[src/pkg/cmpev_pkg.sv]
`default_nettype none
package cmpev_pkg;
   // ****************************************
   // Register map
   // ****************************************
   localparam logic [7:0] CMPEV_CTRL_OFFSET = 8'h50;
   localparam logic [7:0] CMPEV_PIN_DIS_OFFSET = 8'h7f;
   localparam logic [7:0] CMPEV_CTRL_RESET = 8'h00;
   localparam logic [7:0] CMPEV_PIN_DIS_RESET = 8'h00;
   // Control/status field positions
   localparam int CMPEV_POWER_OFF_BIT = 7;
   localparam int CMPEV_BANDGAP_BIT = 6;
   localparam int CMPEV_SYNC_OUT_BIT = 5;
   localparam int CMPEV_FLAG_BIT = 4;
   localparam int CMPEV_IRQ_EN_BIT = 3;
   localparam int CMPEV_CAPTURE_BIT = 2;
   localparam int CMPEV_MODE_HI_BIT = 1;
   localparam int CMPEV_MODE_LO_BIT = 0;
   // Pin disable field positions
   localparam int CMPEV_POS_OFF_BIT = 0;
   localparam int CMPEV_NEG_OFF_BIT = 1;
   localparam logic [7:0] CMPEV_PIN_DIS_MASK = 8'h03;
   // ****************************************
   // Interrupt modes
   // ****************************************
   localparam logic [1:0] CMPEV_MODE_TOGGLE = 2'h0;
   localparam logic [1:0] CMPEV_MODE_RSVD = 2'h1;
   localparam logic [1:0] CMPEV_MODE_FALL = 2'h2;
   localparam logic [1:0] CMPEV_MODE_RISE = 2'h3;
endpackage
`default_nettype wire

[src/pkg/cmpev_edge_if.sv]
`default_nettype none
interface cmpev_edge_if;
   logic level;
   logic [1:0] mode;
   logic event_hit;
   modport ctrl (output level, output mode, input event_hit);
   modport det (input level, input mode, output event_hit);
endinterface
`default_nettype wire

[src/hdl/cmpev_top.sv]
`default_nettype none
// Notes on behaviour
// - Raw result is one when positive input exceeds negative input.
// - Result is synchronised before the status bit, one to two cycles late.
// - Flag is set by hardware on the edge type the mode selects.
// - Request only while flag, local enable and global enable are all one.
// - Flag clears automatically when the handler vector is taken.
// - Writing one to the flag clears it; zero leaves it.
// - Local enable at zero suppresses the request whatever the flag.
// - Capture route on feeds comparator output to timer capture; off, no link.
// - Mode 00 toggle, 01 reserved, 10 falling, 11 rising.
// - Power-off bit powers comparator down; disable interrupts before changing.
// - Bandgap select replaces positive input with fixed reference.
// - Low two bits of pin disable register turn off pin input buffers.
// - A disabled pin's port read bit always returns zero.
// - Bits 7 to 2 of pin disable register read zero.
module cmpev_top
   import cmpev_pkg::*;
(
   // Clock and reset
   input wire logic clk,
   input wire logic reset,
   // Register port
   input wire logic [7:0] reg_addr,
   input wire logic reg_wr,
   input wire logic reg_rd,
   input wire logic [7:0] reg_wdata,
   output logic [7:0] reg_rdata,
   // Processor interrupt side
   input wire logic global_irq_enable,
   input wire logic irq_vector_taken,
   output logic cmp_irq_request,
   // Analog core
   input wire logic cmp_raw_result,
   output logic cmp_power_off,
   output logic cmp_bandgap_select,
   // Timer capture front end
   output logic cmp_capture_route,
   output logic capture_input,
   // Comparator pins, digital side
   input wire logic cmp_positive_pin,
   input wire logic cmp_negative_pin,
   output logic pos_pin_input_off,
   output logic neg_pin_input_off,
   output logic pos_pin_read,
   output logic neg_pin_read
);
   // ****************************************
   // Register state
   // ****************************************
   logic [7:0] ctrl;
   logic [7:0] next_ctrl;
   logic [1:0] pin_dis;
   logic [1:0] next_pin_dis;
   logic [1:0] sync_cmp;
   logic [1:0] next_sync_cmp;
   logic [1:0] sync_pos;
   logic [1:0] next_sync_pos;
   logic [1:0] sync_neg;
   logic [1:0] next_sync_neg;
   logic cap_q;
   logic next_cap_q;
   logic [7:0] next_rdata;
   logic cmp_sync_output;
   logic cmp_irq_flag;
   logic cmp_irq_enable;
   logic wr_ctrl;
   logic wr_dis;

   cmpev_edge_if eif();

   cmpev_edge_detect u_edge (
      .clk(clk),
      .reset(reset),
      .eif(eif)
   );

   assign cmp_sync_output = sync_cmp[1];
   assign cmp_irq_flag = ctrl[CMPEV_FLAG_BIT];
   assign cmp_irq_enable = ctrl[CMPEV_IRQ_EN_BIT];
   assign eif.level = cmp_sync_output;
   assign eif.mode = {ctrl[CMPEV_MODE_HI_BIT], ctrl[CMPEV_MODE_LO_BIT]};
   assign wr_ctrl = reg_wr && (reg_addr == CMPEV_CTRL_OFFSET);
   assign wr_dis = reg_wr && (reg_addr == CMPEV_PIN_DIS_OFFSET);

   // ****************************************
   // Next-state logic
   // ****************************************
   always_comb begin
      // Raw result arrives from the analog core, high when positive exceeds negative
      next_sync_cmp = {sync_cmp[0], cmp_raw_result};
      next_sync_pos = {sync_pos[0], cmp_positive_pin};
      next_sync_neg = {sync_neg[0], cmp_negative_pin};
      next_ctrl = ctrl;
      next_pin_dis = pin_dis;
      if (wr_ctrl) begin
         next_ctrl[7:6] = reg_wdata[7:6];
         next_ctrl[3:0] = reg_wdata[3:0];
         if (reg_wdata[CMPEV_FLAG_BIT]) begin
            next_ctrl[CMPEV_FLAG_BIT] = 1'b0;
         end
      end
      if (irq_vector_taken) begin
         next_ctrl[CMPEV_FLAG_BIT] = 1'b0;
      end
      // Set beats any clear in the same cycle so no event is lost
      if (eif.event_hit) begin
         next_ctrl[CMPEV_FLAG_BIT] = 1'b1;
      end
      next_ctrl[CMPEV_SYNC_OUT_BIT] = 1'b0;
      if (wr_dis) begin
         next_pin_dis = reg_wdata[1:0];
      end
      next_cap_q = ctrl[CMPEV_CAPTURE_BIT] & cmp_sync_output;
      if (reg_rd && reg_addr == CMPEV_CTRL_OFFSET) begin
         next_rdata = {ctrl[7:6], cmp_sync_output, ctrl[4:0]};
      end else if (reg_rd && reg_addr == CMPEV_PIN_DIS_OFFSET) begin
         next_rdata = {6'h00, pin_dis} & CMPEV_PIN_DIS_MASK;
      end else begin
         next_rdata = 8'h00;
      end
   end

   always_ff @(posedge clk) begin
      if (reset) begin
         ctrl <= CMPEV_CTRL_RESET;
         pin_dis <= CMPEV_PIN_DIS_RESET[1:0];
         sync_cmp <= 2'h0;
         sync_pos <= 2'h0;
         sync_neg <= 2'h0;
         cap_q <= 1'b0;
         reg_rdata <= 8'h00;
      end else begin
         ctrl <= next_ctrl;
         pin_dis <= next_pin_dis;
         sync_cmp <= next_sync_cmp;
         sync_pos <= next_sync_pos;
         sync_neg <= next_sync_neg;
         cap_q <= next_cap_q;
         reg_rdata <= next_rdata;
      end
   end

   // ****************************************
   // Outputs
   // ****************************************
   // Global enable comes from same-clock processor logic, so no synchroniser
   assign cmp_irq_request = cmp_irq_flag & cmp_irq_enable & global_irq_enable;
   assign cmp_power_off = ctrl[CMPEV_POWER_OFF_BIT];
   assign cmp_bandgap_select = ctrl[CMPEV_BANDGAP_BIT];
   assign cmp_capture_route = ctrl[CMPEV_CAPTURE_BIT];
   // Timer does its own noise cancel and edge select on this level
   assign capture_input = cap_q;
   assign pos_pin_input_off = pin_dis[CMPEV_POS_OFF_BIT];
   assign neg_pin_input_off = pin_dis[CMPEV_NEG_OFF_BIT];
   assign pos_pin_read = sync_pos[1] & ~pin_dis[CMPEV_POS_OFF_BIT];
   assign neg_pin_read = sync_neg[1] & ~pin_dis[CMPEV_NEG_OFF_BIT];
endmodule
`default_nettype wire

[src/hdl/cmpev_edge_detect.sv]
`default_nettype none
module cmpev_edge_detect
   import cmpev_pkg::*;
(
   // Clock and reset
   input wire logic clk,
   input wire logic reset,
   // Level and mode in, event out
   cmpev_edge_if.det eif
);
   logic prev;
   logic next_prev;
   logic rise;
   logic fall;

   always_comb begin
      next_prev = eif.level;
   end

   always_ff @(posedge clk) begin
      if (reset) begin
         prev <= 1'b0;
      end else begin
         prev <= next_prev;
      end
   end

   // Single-cycle event against previous clock value; reserved mode is silent
   always_comb begin
      rise = eif.level & ~prev;
      fall = ~eif.level & prev;
      case (eif.mode)
         CMPEV_MODE_TOGGLE: eif.event_hit = rise | fall;
         CMPEV_MODE_FALL: eif.event_hit = fall;
         CMPEV_MODE_RISE: eif.event_hit = rise;
         default: eif.event_hit = 1'b0;
      endcase
   end
endmodule
`default_nettype wire

[config.mk]
export PLATFORM = sky130hd
export DESIGN_NAME = cmpev_top
export DESIGN_NICKNAME = d
export VERILOG_FILES = /design/src/pkg/cmpev_pkg.sv /design/src/pkg/cmpev_edge_if.sv /design/src/hdl/cmpev_top.sv /design/src/hdl/cmpev_edge_detect.sv
export SDC_FILE = /design/constraint.sdc
export NUM_CORES = 1
export LEC_CHECK = 0
export BUFFER_PORTS_ARGS = -buffer_cell sky130_fd_sc_hd__buf_2
export CAP_MARGIN = 20
export CORE_MARGIN = 2
export CORE_UTILIZATION = 41
export DETAILED_ROUTE_END_ITERATION = 7
export GPL_TIMING_DRIVEN = 0
export HOLD_SLACK_MARGIN = 0.05
export PLACE_DENSITY = 0.73
export SYNTH_ARGS = -nofsm -noshare
export SYNTH_HDL_FRONTEND = slang
export SYNTH_SLANG_ARGS = --single-unit
[constraint.sdc]
create_clock -name clk -period 1.7 [get_ports clk]
set_clock_uncertainty 0.2 [all_clocks]
set_input_delay 0.51 -clock clk [delete_from_list [all_inputs] [get_ports clk]]
set_output_delay 0.51 -clock clk [all_outputs]
set_load 0.005 [all_outputs]
==> flow_summary.ini <==
[clocking]
htree_levels = 1
clock_path_buffers = 2
cts_tree = yes
clkTransAtPathRegs_ns = 0.14
cts_root_buf = clkbuf_4
clk_latency_ns = 0.32
cts_num_sinks = 25
cts_resized = 0
cts_inserted_buffers = 3
post_cts_buffers = 0
hold_buffers = 0

[route]
vias_per_cell = 5.10
wirelength_mm = 2.11
dr.pass1.iters = 4
vias = 862
wl_per_cell_um = 12.5
drt_iter0_drc = 9
detail-route-antenna-nets = 0
drc = 0

[logic_synthesis]
synth_top_flop_cell = dfxtp_1
synth.top_cell.area_share_pct = 49.9
avgSynthCellArea_um2 = 10.2
postSynthRegisterBits = 25
synth.most_common_cell = dfxtp_1
syn_area_um2 = 1000
synth-seq-area-share_pct = 49.9
async_flop_share_pct = 0
synth_warnings = 0
synthTopCellsByArea = dfxtp_1 50%, nor2b_1 5.6%, nand2b_1 5.0%
syn_nets = 125
yosys.area.top_type = dfxtp_1
netlist_instances = 98
synth_commonest_cells = 25 x dfxtp_1, 9 x nor2b_1, 8 x nand2b_1, 7 x and2_1, 7 x nand4_1
synth_edf_count = 0
synth_cell_type_count = 26

[grt]
grt_pass1_vias = 784
use_met2_pct = 29.4
grt_use_met1_pct = 16.8
overflow = 0
top_usage_layer = met2
met3_usage_pct = 3.67
grt.total_usage_pct = 15.5
grt_max_degree = 16
antenna_found_initial = 0
grt_pass1_wl_mm = 3.18

[sta]
worst_slew_pin_slew_ns = 0.711
fin_crit_ns = 1.66
clock.fmax_ghz = 0.604
fin_crit_sh_pct = 97.4
finalSetupTns_ns = 0
rsz0062_at_grt = yes
drv_slew = 0
relSlewSlack_pct = 52.2
setup_viol = 0
finalHoldViolations = 0

[critical_path]
cp_max_fo = 7
worst_setup_path_end_kind = flip-flop
crit_type = primary input to flip-flop
start_kind = primary input
crit_required_ns = 1.76
arrival_ns = 1.72

[placement]
dp_hpwl_mm = 1.68
place_area_um2 = 1250
io_buffers = 39
gp_congestion = 0.732

[pwr]
peakVddDrop_mv = 0.413
p_per_area_nw_per_um2 = 734
p_leak_uw = 0.000581

[finish]
nets = 169
drive_gt1_share_pct = 37.6
finalInstanceArea_um2 = 1290
fillCellCount = 208
antennaDiodeCount = 0
area_growth_pct = 29.0

[die]
dieHeight_um = 53.4
ios = 42
core-area_um2 = 2250
rows = 17
die-area_um2 = 2860
die_w_um = 53.4
start_util_pct = 44.5

[worst_hold_path]
hold_class = primary input to flip-flop

[status]
status = finished clean

[run]
cap_violations = 0
-- routing by layer --
layer | up-vias | share of wire [%]
li1 | 432 | -
met1 | 396 | 41
met2 | 32 | 52
met3 | 2 | 6.6
met4 | 0 | 0.43
met5 | - | 0
-- path summary, 6_finish.rpt --
path / startpoint / end / cells after the start / slack (ns)
hold reg to reg: sync_pos[0] / sync_pos[1] / 1 / 0.26
hold / removal: cmp_raw_result / sync_cmp[0] / 2 / 0.19
setup / recovery: reg_addr[5] / ctrl[1] / 5 / 0.04
setup reg to reg: u_edge.prev / ctrl[4] / 5 / 0.21
-- worst max-delay path: stages --
cell	delay, ns
buf_2	0.11
or4bb_1	0.51
buf_6	0.16
nor3_4	0.23
mux2i_1	0.20
-- per-stage QoR --
stage | std cells | hold slack [ns] | power (uW) | worst slack [ns] | utilization [%]
3_3_place_gp | 165 | 0.221 | 690 | -0.260 | 55.4
4_1_cts | 169 | 0.193 | 957 | 0.00214 | 56.7
5_1_grt | 169 | 0.193 | 994 | -0.0155 | 57.3
3_5_place_dp | 165 | 0.235 | 693 | -0.293 | 55.4
6_report | 169 | 0.193 | 949 | 0.0442 | 57.3
2_1_floorplan | 98 | 0.214 | 651 | -0.103 | -
-- logic make-up (layout without fill, tap and decap cells) --
kind of cell    count (synthesis)  in the layout  synth area share, %
compound gates                 13             13                 8.49
fa+ha+maj                       2              2                 2.50
buf+inv                         9             52                 4.24
mux                             4              4                 4.00
simple gates                   45             45                 30.8
flops                          25             25                 49.9
-- registers in the layout, summed over array words and instances, names as in the netlist --
signal and flops:
u_edge.prev 1, reg_rdata 8, sync_pos 2, ctrl 7, sync_neg 2, capture_input 1, pin_dis 2, sync_cmp 2
-- placed cells by master, fill, tap and decap left out, types with 4 or more instances in the layout --
cell / netlist / routed
a21oi_1: 6 / 6
and2_1: 7 / 7
buf_2: 1 / 38
dfxtp_1: 25 / 23
inv_1: 4 / 4
mux2i_1: 4 / 4
nand2b_1: 8 / 8
nand4_1: 7 / 7
nor2b_1: 9 / 9
o31ai_1: 4 / 4
-- where the power goes --
group          leakage [uW]  internal, uW  switching, uW
Clock             0.0000139          89.7            179
Sequential         0.000204           595           3.08
Combinational      0.000363          40.5           41.4
-- final cells by class --
type	count	area [um2]	area share [%]
Buffer	5	33.8	2.61
Clock buffer	3	22.5	1.74
Clock inverter	1	7.51	0.581
Inverter	4	15.0	1.16
Multi-Input combinational cell	64	474	36.7
Sequential cell	25	503	38.9
Tap cell	28	35.0	2.71
Timing Repair Buffer	39	201	15.6
No activity file was read; power rests on OpenSTA's default activity.
